`src/pkg/gpio_port_defs.vh`:
```
// constants for the general purpose pin block
`ifndef GPIO_PORT_DEFS_VH
`define GPIO_PORT_DEFS_VH
`define GPIO_PIN_COUNT 11
`define GPIO_FUNC_RESET 11'h000
`define GPIO_DIR_RESET 11'h000
`define GPIO_DATA_RESET 11'h000
`define GPIO_REG_FUNC 2'h0
`define GPIO_REG_DIR 2'h1
`define GPIO_REG_DATA 2'h2
`define GPIO_SAMPLE_NS 128
`define GPIO_CLK_NS 10
`define GPIO_SAMPLE_CYCLES ((`GPIO_SAMPLE_NS + `GPIO_CLK_NS - 1) / `GPIO_CLK_NS)
`define GPIO_PIN_PORT2_RST 0
`define GPIO_PIN_PORT4_RST 1
`define GPIO_PIN_IRQ0 2
`define GPIO_PIN_IRQ1 3
`define GPIO_PIN_IRQ2 4
`define GPIO_PIN_EVENT 7
`define GPIO_PIN_PORT3_RST 9
`define GPIO_PIN_PORT5_RST 10
`endif

```
`src/logic/switch_gpio_port_altfunc.v`:
```
// general purpose pin block with alternate functions
//
// Contract
// - eleven pins, each configured on its own
// - selector and direction choose input, output, alternate
// - reset gives general input on all pins
// - sample inputs once per 13 clocks (130ns), async tolerant
// - general function forces alternate function inactive
// - general input level registered into data bit
// - data read returns pin level in every mode
// - general output drives data register bit
// - fixed alternate function pin mapping
// - registers only via upstream configuration port
`timescale 1ns/1ps
`default_nettype none
`include "gpio_port_defs.vh"
module switch_gpio_port_altfunc #(
  parameter integer PINS = `GPIO_PIN_COUNT,
  parameter integer SAMPLE_CYCLES = `GPIO_SAMPLE_CYCLES
) (
  input wire clk, // core clock
  input wire nrst, // fundamental reset, sync active low
  input wire cfg_wr, // upstream config space write strobe
  input wire cfg_rd, // upstream config space read strobe
  input wire [1:0] cfg_reg, // register select
  input wire [PINS-1:0] cfg_wdata, // write data
  output reg [PINS-1:0] cfg_rdata, // read data
  output reg cfg_rvalid, // read data valid
  input wire [PINS-1:0] pin_in, // pad input level
  output wire [PINS-1:0] pin_out, // pad output level
  output wire [PINS-1:0] pin_oe, // pad output enable
  input wire port2_reset_n, // core reset request, port 2
  input wire port3_reset_n, // core reset request, port 3
  input wire port4_reset_n, // core reset request, port 4
  input wire port5_reset_n, // core reset request, port 5
  input wire general_event, // core event request, active high
  output wire expander_irq0_n, // expander interrupt 0 to core
  output wire expander_irq1_n, // expander interrupt 1 to core
  output wire expander_irq2_n // expander interrupt 2 to core
);
  reg [PINS-1:0] pin_function_select;
  reg [PINS-1:0] pin_direction_config;
  reg [PINS-1:0] out_latch;
  reg [PINS-1:0] sync_a;
  reg [PINS-1:0] sync_b;
  reg [PINS-1:0] pin_data_value;
  // counter is 8 bits wide, so the interval is cut to that width on purpose
  localparam integer TICK_LAST_I = SAMPLE_CYCLES - 1;
  localparam [7:0] TICK_LAST = TICK_LAST_I[7:0];
  reg [7:0] tick_cnt;
  wire tick;
  wire [PINS-1:0] gp_out;
  reg [PINS-1:0] alt_out;
  reg [PINS-1:0] alt_oe;

  // only the upstream config port reaches these registers
  always @(posedge clk) begin
    if (!nrst) begin
      pin_function_select <= `GPIO_FUNC_RESET;
      pin_direction_config <= `GPIO_DIR_RESET;
      out_latch <= `GPIO_DATA_RESET;
    end else if (cfg_wr) begin
      case (cfg_reg)
        `GPIO_REG_FUNC: pin_function_select <= cfg_wdata;
        `GPIO_REG_DIR: pin_direction_config <= cfg_wdata;
        `GPIO_REG_DATA: out_latch <= cfg_wdata;
        default: out_latch <= out_latch;
      endcase
    end
  end

  // sample strobe; inputs need not settle faster than this
  assign tick = (tick_cnt == TICK_LAST);
  always @(posedge clk) begin
    if (!nrst || tick)
      tick_cnt <= 8'h00;
    else
      tick_cnt <= tick_cnt + 8'h01;
  end

  // first stage is read only by the second
  always @(posedge clk) begin
    if (!nrst) begin
      sync_a <= {PINS{1'b0}};
      sync_b <= {PINS{1'b0}};
      pin_data_value <= `GPIO_DATA_RESET;
    end else begin
      sync_a <= pin_in;
      sync_b <= sync_a;
      if (tick)
        pin_data_value <= sync_b;
    end
  end

  // inactive levels: resets high, event low
  always @* begin
    alt_out = {PINS{1'b0}};
    alt_oe = {PINS{1'b0}};
    alt_out[`GPIO_PIN_PORT2_RST] = port2_reset_n;
    alt_out[`GPIO_PIN_PORT4_RST] = port4_reset_n;
    alt_out[`GPIO_PIN_PORT3_RST] = port3_reset_n;
    alt_out[`GPIO_PIN_PORT5_RST] = port5_reset_n;
    alt_out[`GPIO_PIN_EVENT] = general_event;
    alt_oe[`GPIO_PIN_PORT2_RST] = 1'b1;
    alt_oe[`GPIO_PIN_PORT4_RST] = 1'b1;
    alt_oe[`GPIO_PIN_PORT3_RST] = 1'b1;
    alt_oe[`GPIO_PIN_PORT5_RST] = 1'b1;
    alt_oe[`GPIO_PIN_EVENT] = 1'b1;
  end

  genvar i;
  generate
    for (i = 0; i < PINS; i = i + 1) begin : g_pin
      assign gp_out[i] = out_latch[i];
      assign pin_out[i] = pin_function_select[i] ? alt_out[i] : gp_out[i];
      assign pin_oe[i] = pin_function_select[i] ? alt_oe[i] : pin_direction_config[i];
    end
  endgenerate

  // interrupts read inactive (high) unless the pin carries them
  assign expander_irq0_n = pin_function_select[`GPIO_PIN_IRQ0] ? pin_data_value[`GPIO_PIN_IRQ0] : 1'b1;
  assign expander_irq1_n = pin_function_select[`GPIO_PIN_IRQ1] ? pin_data_value[`GPIO_PIN_IRQ1] : 1'b1;
  assign expander_irq2_n = pin_function_select[`GPIO_PIN_IRQ2] ? pin_data_value[`GPIO_PIN_IRQ2] : 1'b1;

  always @(posedge clk) begin
    if (!nrst) begin
      cfg_rdata <= {PINS{1'b0}};
      cfg_rvalid <= 1'b0;
    end else begin
      cfg_rvalid <= cfg_rd;
      if (cfg_rd) begin
        case (cfg_reg)
          `GPIO_REG_FUNC: cfg_rdata <= pin_function_select;
          `GPIO_REG_DIR: cfg_rdata <= pin_direction_config;
          `GPIO_REG_DATA: cfg_rdata <= pin_data_value;
          default: cfg_rdata <= {PINS{1'b0}};
        endcase
      end
    end
  end
endmodule
`default_nettype wire

```
`config.mk`:
```
export PLATFORM = sky130hd
export DESIGN_NAME = switch_gpio_port_altfunc
export DESIGN_NICKNAME = d
export VERILOG_FILES = /design/src/logic/switch_gpio_port_altfunc.v
export VERILOG_INCLUDE_DIRS = /design/src /design/src/pkg
export SDC_FILE = /design/constraint.sdc
export NUM_CORES = 1
export LEC_CHECK = 0
export BUFFER_PORTS_ARGS = -buffer_cell sky130_fd_sc_hd__buf_2
export CAP_MARGIN = 20
export CORE_ASPECT_RATIO = 0.8
export CORE_UTILIZATION = 49
export CTS_CLUSTER_SIZE = 8
export DETAILED_ROUTE_END_ITERATION = 8
export PLACE_DENSITY = 0.83
export SYNTH_ARGS = -nofsm -noshare
export SYNTH_HDL_FRONTEND = slang
export SYNTH_SLANG_ARGS = --single-unit
```
`constraint.sdc`:
```
create_clock -name clk -period 1.2 [get_ports clk]
set_input_delay 0.06 -clock clk [delete_from_list [all_inputs] [get_ports clk]]
set_output_delay 0.06 -clock clk [all_outputs]
set_load 0.05 [all_outputs]
```
After elaboration in Yosys (flattened, before gate mapping)
Cells that the tools add are included.

Logic and storage cells: 45. Input bits: 33. Register bits after elaboration: 86.

Eq/ne operators: 3. Add/sub/neg operators: 1. Mux-type cells: 26. Reduce and logical (&&, ||, !) cells: 6.

Operators by type and width (number): case mux 11 bit (3 select lines) (1); 2-to-1 mux 1 bit (25); adder 8 x 1 -> 8 bit (second input constant) (1); equality test 8 x 4 -> 1 bit (second input constant) (1); AND reduction 2 bit (3); equality test 2 x 1 -> 1 bit (second input constant) (1); equality test 2 bit (second input constant) (1); logical NOT 2 bit (1); logical NOT 1 bit (1); logical OR 1 bit (1).

Longest topological paths before layout
Gate-level depths: netlist (run 1).

Depth in word-level cells: 2. Depth in mapped cells: 5. Depth with buffers taken out: 4.

Worst setup path after synthesis (run 1)
Ideal clock, no wire load.

Path type: flip-flop to flip-flop. From: register tick_cnt[5]. To: register pin_data_value[0]. Period minus slack after synthesis: 1.215 ns. Arrival: 1.143 ns. Slack: -0.015 ns. Buffers on the path: 1. Library setup time: 0.072 ns. Stages on the path, launching flop included: 5. Cell sequence: dfxtp_1 nor4_2 and3_4 buf_8 mux2i_1.

Longest elaborated chain between the ends: 1.

RTL lines: start, declared (line switch_gpio_port_altfunc.v:50) `reg [7:0] tick_cnt;`; start signal, assigned (line switch_gpio_port_altfunc.v:78) `tick_cnt <= tick_cnt + 8'h01;`; equality test 8 x 4 -> 1 bit (line switch_gpio_port_altfunc.v:73) `assign tick = (tick_cnt == TICK_LAST);`; end signal, assigned (line switch_gpio_port_altfunc.v:86) `` pin_data_value <= `GPIO_DATA_RESET; ``; end signal, assigned (line switch_gpio_port_altfunc.v:91) `pin_data_value <= sync_b;`; end, declared (line switch_gpio_port_altfunc.v:46) `reg [PINS-1:0] pin_data_value;`.

Every way passes these cells. A chain may end at the register's enable or synchronous reset.

Worst setup path in the final report (run 1)
From: register tick_cnt[7]. To: register pin_data_value[10].

The elaborated chain is that of the path after synthesis.

==> results of run 1 <==
## routing by layer
layer  part of all wire (%)  routed length [um]  global-route usage (%)  up-vias
met2                     48                3490                    32.8       61
met1                     47                3400                    24.8     1274
met5                      0                   0                       0        -
met3                    4.5                 326                    7.48        8
li1                       -                   -                       -     1352
met4                   0.84                  61                    4.33        0
## logic make-up after synthesis
kind of cell	after synthesis	share of synthesized area, %
simple gates	131	22.3
flops	86	48.8
mux	61	17.5
compound gates	37	6.17
buf+inv	25	3.83
xor+xnor	3	0.744
fa+ha+maj	2	0.709
## repair_timing
item | 4_1_cts | 5_1_grt
resized for setup | 57 | 28
endpoints found under the hold margin | 30 | 0
pin swaps | 2 | 1
setup endpoints to repair | 26 | 36
cloned | 1 | 0
hold buffers | 22 | 0
setup buffers | 6 | 1
## layout by cell type (no fill, tap or decap), types with 2 or more instances in the layout
| master | instances |
|---|---|
| buf_8 | 9 |
| buf_4 | 16 |
| clkbuf_8 | 10 |
| nor2b_2 | 4 |
| xnor2_1 | 2 |
| nand3_1 | 4 |
| nand3b_1 | 13 |
| ha_1 | 2 |
| and3_4 | 2 |
| dlygate4sd3_1 | 22 |
| and3_1 | 5 |
| buf_6 | 5 |
| nand4_1 | 2 |
| mux2i_1 | 56 |
| inv_1 | 2 |
| clkbuf_4 | 3 |
| nor2b_1 | 41 |
| buf_2 | 47 |
| dfxtp_1 | 67 |
| nand2_1 | 24 |
| or3_1 | 2 |
| or2_4 | 5 |
| and2_1 | 24 |
| a21boi_0 | 2 |
| o21ai_0 | 13 |
| o21a_1 | 11 |
| mux2_4 | 4 |
| dfxtp_2 | 18 |
| buf_12 | 5 |
| a21oi_1 | 11 |
| nand2b_1 | 4 |
| bufinv_16 | 3 |
## sequential cells by signal (all words and copies together), names as in the netlist
name                  cells
tick_cnt                  8
pin_function_select      11
pin_direction_config     11
sync_a                   11
pin_data_value           11
cfg_rvalid                1
sync_b                   11
gp_out                   11
cfg_rdata                11
## power breakdown
group / total (mW) / leakage (nW) / switching (mW) / internal, mW
sequential: 3.02 / 0.712 / 0.0597 / 2.96
clock: 2.42 / 0.120 / 0.977 / 1.44
combinational: 0.807 / 1.22 / 0.443 / 0.364
## final cells by class
| type | count | share of cell area (%) |
|---|---|---|
| Sequential cell | 86 | 36.9 |
| Multi-Input combinational cell | 235 | 36.6 |
| Timing Repair Buffer | 107 | 18.8 |
| Clock buffer | 11 | 2.99 |
| Tap cell | 87 | 2.30 |
| Clock inverter | 5 | 2.25 |
| Inverter | 2 | 0.159 |
## per-stage QoR
stage | hold slack, ns | area (sq um) | TNS (ns) | worst slack [ns] | cells
6_report | 0.124 | 4730 | -0.990 | -0.0853 | 533
4_1_cts | 0.0993 | 4670 | -1.08 | -0.110 | 532
3_5_place_dp | 0.271 | 3990 | -1.05 | -0.117 | 487
5_1_grt | 0.126 | 4730 | -2.01 | -0.162 | 533
2_1_floorplan | 0.187 | 3530 | 0 | 0.00903 | 345
3_3_place_gp | 0.269 | 3990 | -0.267 | -0.0249 | 487
## worst paths after layout
check | depth (start not counted) | startpoint | endpoint | slack (ns)
setup / recovery | 3 | tick_cnt[7]$_SDFF_PP0_ | pin_data_value[10]$_SDFFE_PN0N_ | -0.09
hold / removal | 2 | cfg_rd | cfg_rdata[0]$_SDFFE_PN0P_ | 0.12
setup reg to reg | 3 | tick_cnt[7]$_SDFF_PP0_ | pin_data_value[10]$_SDFFE_PN0N_ | -0.09
hold reg to reg | 1 | sync_a[3]$_SDFF_PN0_ | sync_b[3]$_SDFF_PN0_ | 0.43
==> flow_summary.toml, run 1 <==
[layout]
postLayoutCoreUtil_pct = 68.3
multi_input_area_sq_um = 1730
drive_gt1_share_pct = 30.7
diodes = 0
area_delta_synth_final_pct = 34.1
final_nets = 476
n_fill_cell = 508
seqCellArea_sq_um = 1750

[sta]
worst_slack_ns = -0.0853
slew_viol_final = 0
worst_slew_pin_slew_ns = 0.355
setup_viol = 21
relSlewSlack_pct = 76.3
rsz0062_at_grt = "yes"
layout_min_cycle_time_ns = 1.29
fmax_ghz = 0.778
hold_viol = 0
period_share_pct = 107
finalClockSkew_ns = 0.00763

[route]
vias = 2695
routedWlPerCell_um = 13.7
first_iter_violations = 150
vias_per_cell = 5.06
ant_nets = 0
firstDrtPassIters = 4
totalWireLength_um = 7280
drcViolationCount = 0

[pwr]
power_density_nw_per_um2 = 1320
power_mw = 6.24
ir_drop_mv = 0.892
p_leak_nw = 2.06

[global_route]
grt_pass1_wl_um = 11900
grt_max_degree = 99
grt_pass1_vias = 2575
antenna_found_initial = 0
grt-ovfl-total = 0
grt_usage_pct = 19.9

[job]
maxCapViolCount = 0

[cts]
clk_pin_slew_worst_paths_ns = 0.08
cts_inserted_buffers = 9
cts_sinks = 86
root_buffer = "clkbuf_8"
cts_max_level = 3
cts_tree = "done"
clock_latency_ns = 0.35
cts_buffer_depth = 2

[logic_synthesis]
synth-seq-area-share_pct = 48.8
yosysMostFrequentCell = "dfxtp_1"
synth_top_area_share_pct = 48.8
synth_top_area_cell = "dfxtp_1"
synth_edf_count = 0
ys_seq_elements = 86
yosysUniqueCellTypes = 29
synth_common_cells = "dfxtp_1 (86), mux2i_1 (56), nor2b_1 (45)"
synth_area_sq_um = 3530
synth_area_leaders = "dfxtp_1 (49%), mux2i_1 (16%), nor2b_1 (8.0%)"
ys_async_sr_fraction_pct = 0
synth_nets = 380
synth_warnings = 0
synthFlopType = "dfxtp_1"
syn_inst = 345
avgSynthCellArea_sq_um = 10.2

[critical_path]
required_ns = 1.48
critPathMaxStageDelay_ns = 0.35
cp.buffers_inverters = 0
worstPathMaxFanout = 6
path_cells = "nor4_4 > and3_4 > mux2i_1"
crit_path_end_kind = "flop"
cp_top_family = "simple AND/OR/NAND/NOR gates"
arrival_ns = 1.57
crit_path_top_delay_cell = "nor4_4"
worstSetupStartpointType = "flop"
path_class = "reg2reg"

[outcome]
violations = "setup timing"
status = "finished with violations"

[placement]
gp_congestion = 0.751
io_buffers = 69
place.detailed.hpwl_um = 4490

[floorplanning]
dieArea_sq_um = 7550
die_h_um = 77.9
coreArea_sq_um = 6930
chipWidth_um = 96.9
rows = 27
ios = 70
start_util_pct = 51.0

[worst_hold_path]
holdCritPathClass = "in2reg"
(Power assumes the default switching activity.)
==> run 2, diff against run 1 <==
--- a/config.mk
+++ b/config.mk
@@ -8,11 +8,13 @@
 export LEC_CHECK = 0
 export BUFFER_PORTS_ARGS = -buffer_cell sky130_fd_sc_hd__buf_2
 export CAP_MARGIN = 20
-export CORE_ASPECT_RATIO = 0.8
+export CORE_ASPECT_RATIO = 0.5
 export CORE_UTILIZATION = 49
 export CTS_CLUSTER_SIZE = 8
 export DETAILED_ROUTE_END_ITERATION = 8
+export GPL_ROUTABILITY_DRIVEN = 0
 export PLACE_DENSITY = 0.83
+export RECOVER_POWER = 50
 export SYNTH_ARGS = -nofsm -noshare
 export SYNTH_HDL_FRONTEND = slang
 export SYNTH_SLANG_ARGS = --single-unit
==> run 2 against run 1 <==
  * The flow still finishes with violations (setup timing)
  * Via count fell by 4.4%
  * Maximum frequency is 2.7% higher
  * Non-clock buffer count is 11 lower
  * Clock power up 20%
  * Total power is 7.0% higher
  * Sequential share of layout area is 0.36 points higher
  * First-iteration DRC count decreased by 47%
  * Worst setup slack gained 0.034 ns
  * Largest cell class is now multi-input gates
==> flow_summary.toml, run 2 (synthesized netlist as in run 1, its figures left out) <==
[critical_path]
ff2ff_path_depth = 3
r2r-end = "pin_data_value[9]$_SDFFE_PN0N_"
crit_path_end_kind = "flop"
required_ns = 1.47
worstPathMaxFanout = 6
reg2reg_slack_ns = -0.05
worstSetupStartpointType = "flop"
path_class = "reg2reg"
rr_startpoint = "tick_cnt[6]$_SDFF_PP0_"
arrival_ns = 1.52

[sta]
worst_slack_ns = -0.0516
period_share_pct = 104
worst_slew_pin_slew_ns = 0.637
rsz0062_at_grt = "yes"
finalClockSkew_ns = 0.00494
relSlewSlack_pct = 57.5
hold_viol = 0
slew_viol_final = 0
holdWs_ns = 0.00958
layout_min_cycle_time_ns = 1.25
setup_viol = 20
fmax_ghz = 0.799

[route]
vias_per_cell = 4.89
first_iter_violations = 79
firstDrtPassIters = 4
totalWireLength_um = 6980
vias = 2576
routedWlPerCell_um = 13.2
ant_nets = 0
drcViolationCount = 0

[layout]
final_common_cell = "dfxtp_1"
seqCellArea_sq_um = 1730
diodes = 0
drive_gt1_share_pct = 28.7
final_nets = 465
final_area_sq_um = 4650
multi_input_area_sq_um = 1750
postLayoutCoreUtil_pct = 68.1
n_fill_cell = 528
area_delta_synth_final_pct = 31.7
final_cell_mix = "dfxtp_1 (78), mux2i_1 (56), buf_2 (46), nor2b_1 (45), nand2_1 (24)"

[floorplanning]
die_h_um = 62.0
chipWidth_um = 122
dieArea_sq_um = 7570
ios = 70
coreArea_sq_um = 6830
rows = 21
start_util_pct = 51.7

[job]
maxCapViolCount = 0

[cts]
clk_pin_slew_worst_paths_ns = 0.06
cts_tree = "done"
cts_sinks = 86
cts_buffer_depth = 2
root_buffer = "clkbuf_16"
cts_inserted_buffers = 9
clock_latency_ns = 0.34
cts_max_level = 3

[worst_hold_path]
holdCritPathClass = "in2reg"
hold-path-endpoint = "pin_direction_config[10]$_SDFFE_PN0P_"
holdPathStages = 3
holdCritStartpoint = "cfg_wdata[10]"

[global_route]
grt-ovfl-total = 0
grt_pass1_wl_um = 11000
antenna_found_initial = 0
grt_pass1_vias = 2280
grt_usage_pct = 19.6
grt_max_degree = 40

[pwr]
power_mw = 6.68
ir_drop_mv = 0.690
power_density_nw_per_um2 = 1440
p_leak_nw = 2.01

[placement]
io_buffers = 69
place.detailed.hpwl_um = 4440
dp_slack_ns = -0.0650
placed_area_sq_um = 4030

[outcome]
violations = "setup timing"
status = "finished with violations"
run 2: repair_timing:
action	4_1_cts	5_1_grt
gates cloned	1	0
hold endpoints to repair	11	0
endpoints found under the setup margin	26	36
hold buffers	11	0
resized for setup	43	24
pin swaps	4	2
setup buffers	4	0
run 2: cell type report:
cell class                 count  share of cell area [%]
clock inverter                 6                    1.86
tap                           92                    2.48
timing repair buffer          96                    15.6
inverter                       2                   0.161
clock buffer                  10                    4.92
multi-input combinational    235                    37.7
sequential                    86                    37.3
run 2: stage by stage:
step	setup TNS [ns]	std cells
6_report	-0.621	527
5_1_grt	-2.05	527
4_1_cts	-0.410	527
3_5_place_dp	-0.786	495
3_3_place_gp	-0.474	495
2_1_floorplan	0	345
run 2: worst max-delay path, stage by stage, from the launching register on:
cell     delay [ns]
dfxtp_2        0.33
nor4_4         0.35
and3_4         0.32
mux2i_1        0.19
run 2: metal layers:
| layer | vias up | GRT usage [%] | routed length, um |
|---|---|---|---|
| li1 | 1330 | - | - |
| met1 | 1182 | 24.8 | 3260 |
| met2 | 55 | 32.5 | 3350 |
| met3 | 9 | 5.93 | 290 |
| met4 | 0 | 7.49 | 75 |
| met5 | - | 0 | 0 |
run 2: how the worst max path moves through the flow:
stage,endpoint,startpoint,cells past startpoint
2_1_floorplan,pin_data_value[0]$_SDFFE_PN0N_,tick_cnt[7]$_SDFF_PP0_,4
3_3_place_gp,pin_data_value[0]$_SDFFE_PN0N_,tick_cnt[7]$_SDFF_PP0_,3
3_5_place_dp,tick_cnt[0]$_SDFF_PP0_,tick_cnt[7]$_SDFF_PP0_,4
4_1_cts,pin_data_value[6]$_SDFFE_PN0N_,tick_cnt[6]$_SDFF_PP0_,3
5_1_grt,pin_data_value[5]$_SDFFE_PN0N_,tick_cnt[6]$_SDFF_PP0_,3
6_report,pin_data_value[9]$_SDFFE_PN0N_,tick_cnt[6]$_SDFF_PP0_,3
run 2: report_power, final:
group	switching, mW	total (mW)	internal (mW)
Clock	1.08	2.90	1.82
Combinational	0.439	0.771	0.333
Sequential	0.0570	3.01	2.96
==> run 3, diff against run 2 <==
--- a/config.mk
+++ b/config.mk
@@ -14,7 +14,6 @@
 export DETAILED_ROUTE_END_ITERATION = 8
 export GPL_ROUTABILITY_DRIVEN = 0
 export PLACE_DENSITY = 0.83
-export RECOVER_POWER = 50
 export SYNTH_ARGS = -nofsm -noshare
 export SYNTH_HDL_FRONTEND = slang
 export SYNTH_SLANG_ARGS = --single-unit
==> run 3 against run 2 <==
  * The run still ends with setup timing left
  * Final area up 1.0%
  * Register-to-register slack about the same
  * Flip-flop and latch count unchanged
  * Worst setup slack worse by 0.0027 ns
  * Utilization up 0.70 points
  * Critical path type unchanged
==> flow_summary.toml, run 3 (synthesized netlist as in run 1, its figures left out) <==
[critical_path]
ff2ff_path_depth = 3
rr_startpoint = "tick_cnt[6]$_SDFF_PP0_"
r2r-end = "pin_data_value[9]$_SDFFE_PN0N_"
reg2reg_slack_ns = -0.05
cp_top_family = "simple AND/OR/NAND/NOR gates"
critPathMaxStageDelay_ns = 0.35
path_cells = "nor4_4 > and3_4 > mux2i_1"
required_ns = 1.47
arrival_ns = 1.52
worstSetupStartpointType = "flop"
crit_path_top_delay_cell = "nor4_4"
worstPathMaxFanout = 6
path_class = "reg2reg"
crit_path_end_kind = "flop"
cp.buffers_inverters = 0

[route]
ant_nets = 0
drcViolationCount = 0
routedWlPerCell_um = 13.2
vias = 2587
vias_per_cell = 4.91
first_iter_violations = 87
firstDrtPassIters = 4
totalWireLength_um = 6960

[global_route]
grt-ovfl-total = 0
antenna_found_initial = 0
grt_usage_pct = 19.6
grt_pass1_vias = 2280
use_met2_pct = 32.5
met3_usage_pct = 5.93
busiest_layer = "met2"
grt_pass1_wl_um = 11000
grt_max_degree = 40
use_met1_pct = 24.8

[cts]
cts_sinks = 86
cts_max_level = 3
cts_tree = "done"
clk_pin_slew_worst_paths_ns = 0.06
cts_inserted_buffers = 9
cts_buffer_depth = 2
clock_latency_ns = 0.34
root_buffer = "clkbuf_16"

[sta]
layout_min_cycle_time_ns = 1.25
period_share_pct = 105
slew_viol_final = 0
hold_viol = 0
tns_ns = -0.661
relSlewSlack_pct = 79.0
setup_viol = 20
rsz0062_at_grt = "yes"
worst_slew_pin_slew_ns = 0.306
worst_slack_ns = -0.0544
fmax_ghz = 0.797
finalClockSkew_ns = 0.00418
holdWs_ns = 0.00951

[pwr]
power_mw = 6.70
ir_drop_mv = 0.705
power_density_nw_per_um2 = 1430
p_leak_nw = 2.03

[layout]
n_fill_cell = 521
fin_cells = 527
drive_gt1_share_pct = 29.2
diodes = 0
final_nets = 465
final_common_cell = "dfxtp_1"
final_cell_mix = "dfxtp_1 (78), mux2i_1 (56), buf_2 (48), nor2b_1 (45), nand2_1 (24)"
area_delta_synth_final_pct = 33.1

[worst_hold_path]
holdCritStartpoint = "cfg_wdata[10]"
holdCritPathClass = "in2reg"
hold-path-endpoint = "pin_direction_config[10]$_SDFFE_PN0P_"
holdPathStages = 3

[outcome]
violations = "setup timing"
status = "finished with violations"

[placement]
place.detailed.hpwl_um = 4440
dpl.cell_count = 495
dp_slack_ns = -0.0650
io_buffers = 69

[floorplanning]
coreArea_sq_um = 6830
dieArea_sq_um = 7570
start_util_pct = 51.7
ios = 70
chipWidth_um = 122
rows = 21
die_h_um = 62.0

[job]
maxCapViolCount = 0
==> run 3: where the power goes <==
group / total (mW) / switching (mW) / internal [mW]
clock: 2.89 / 1.08 / 1.82
sequential: 3.01 / 0.0571 / 2.96
combinational: 0.789 / 0.440 / 0.349
==> run 3: worst reg2reg max path, cell delays in order (launching register included) <==
cell	delay (ns)
dfxtp_2	0.33
nor4_4	0.35
and3_4	0.32
mux2i_1	0.19
==> run 3: final cells by class <==
cell class	instances	area (sq um)	area share [%]
Timing Repair Buffer	96	774	16.5
Multi-Input combinational cell	235	1750	37.3
Clock inverter	6	86.3	1.84
Clock buffer	10	229	4.87
Inverter	2	7.51	0.160
Tap cell	92	115	2.45
Sequential cell	86	1730	36.9
==> run 3: worst max-delay path by stage <==
stage                                       from                             end  cells after the start
after floorplan           tick_cnt[7]$_SDFF_PP0_  pin_data_value[0]$_SDFFE_PN0N_                      4
after global placement    tick_cnt[7]$_SDFF_PP0_  pin_data_value[0]$_SDFFE_PN0N_                      3
after CTS                 tick_cnt[6]$_SDFF_PP0_  pin_data_value[6]$_SDFFE_PN0N_                      3
final                     tick_cnt[6]$_SDFF_PP0_  pin_data_value[9]$_SDFFE_PN0N_                      3
after detailed placement  tick_cnt[7]$_SDFF_PP0_          tick_cnt[0]$_SDFF_PP0_                      4
after global routing      tick_cnt[6]$_SDFF_PP0_  pin_data_value[5]$_SDFFE_PN0N_                      3
==> run 3: per-stage QoR <==
step | instance area [sq um] | utilization (%)
floorplan | 3530 | -
global placement | 4030 | 59.0
detailed placement | 4030 | 59.0
CTS | 4640 | 67.9
global route | 4700 | 68.8
finish | 4700 | 68.8
==> run 3: routing by layer <==
metal,part of all wire [%],vias to the layer above
li1,-,1334
met1,46,1190
met2,48,53
met3,4.3,10
met4,1.1,0
met5,0,-
==> run 3: timing repair <==
item | in CTS | in global routing
buffers inserted | 4 | 0
setup endpoints to repair | 26 | 36
gates resized for setup | 43 | 24
hold buffers | 11 | 0
pin swaps | 4 | 2
gates cloned | 1 | 0
endpoints found under the hold margin | 11 | 0
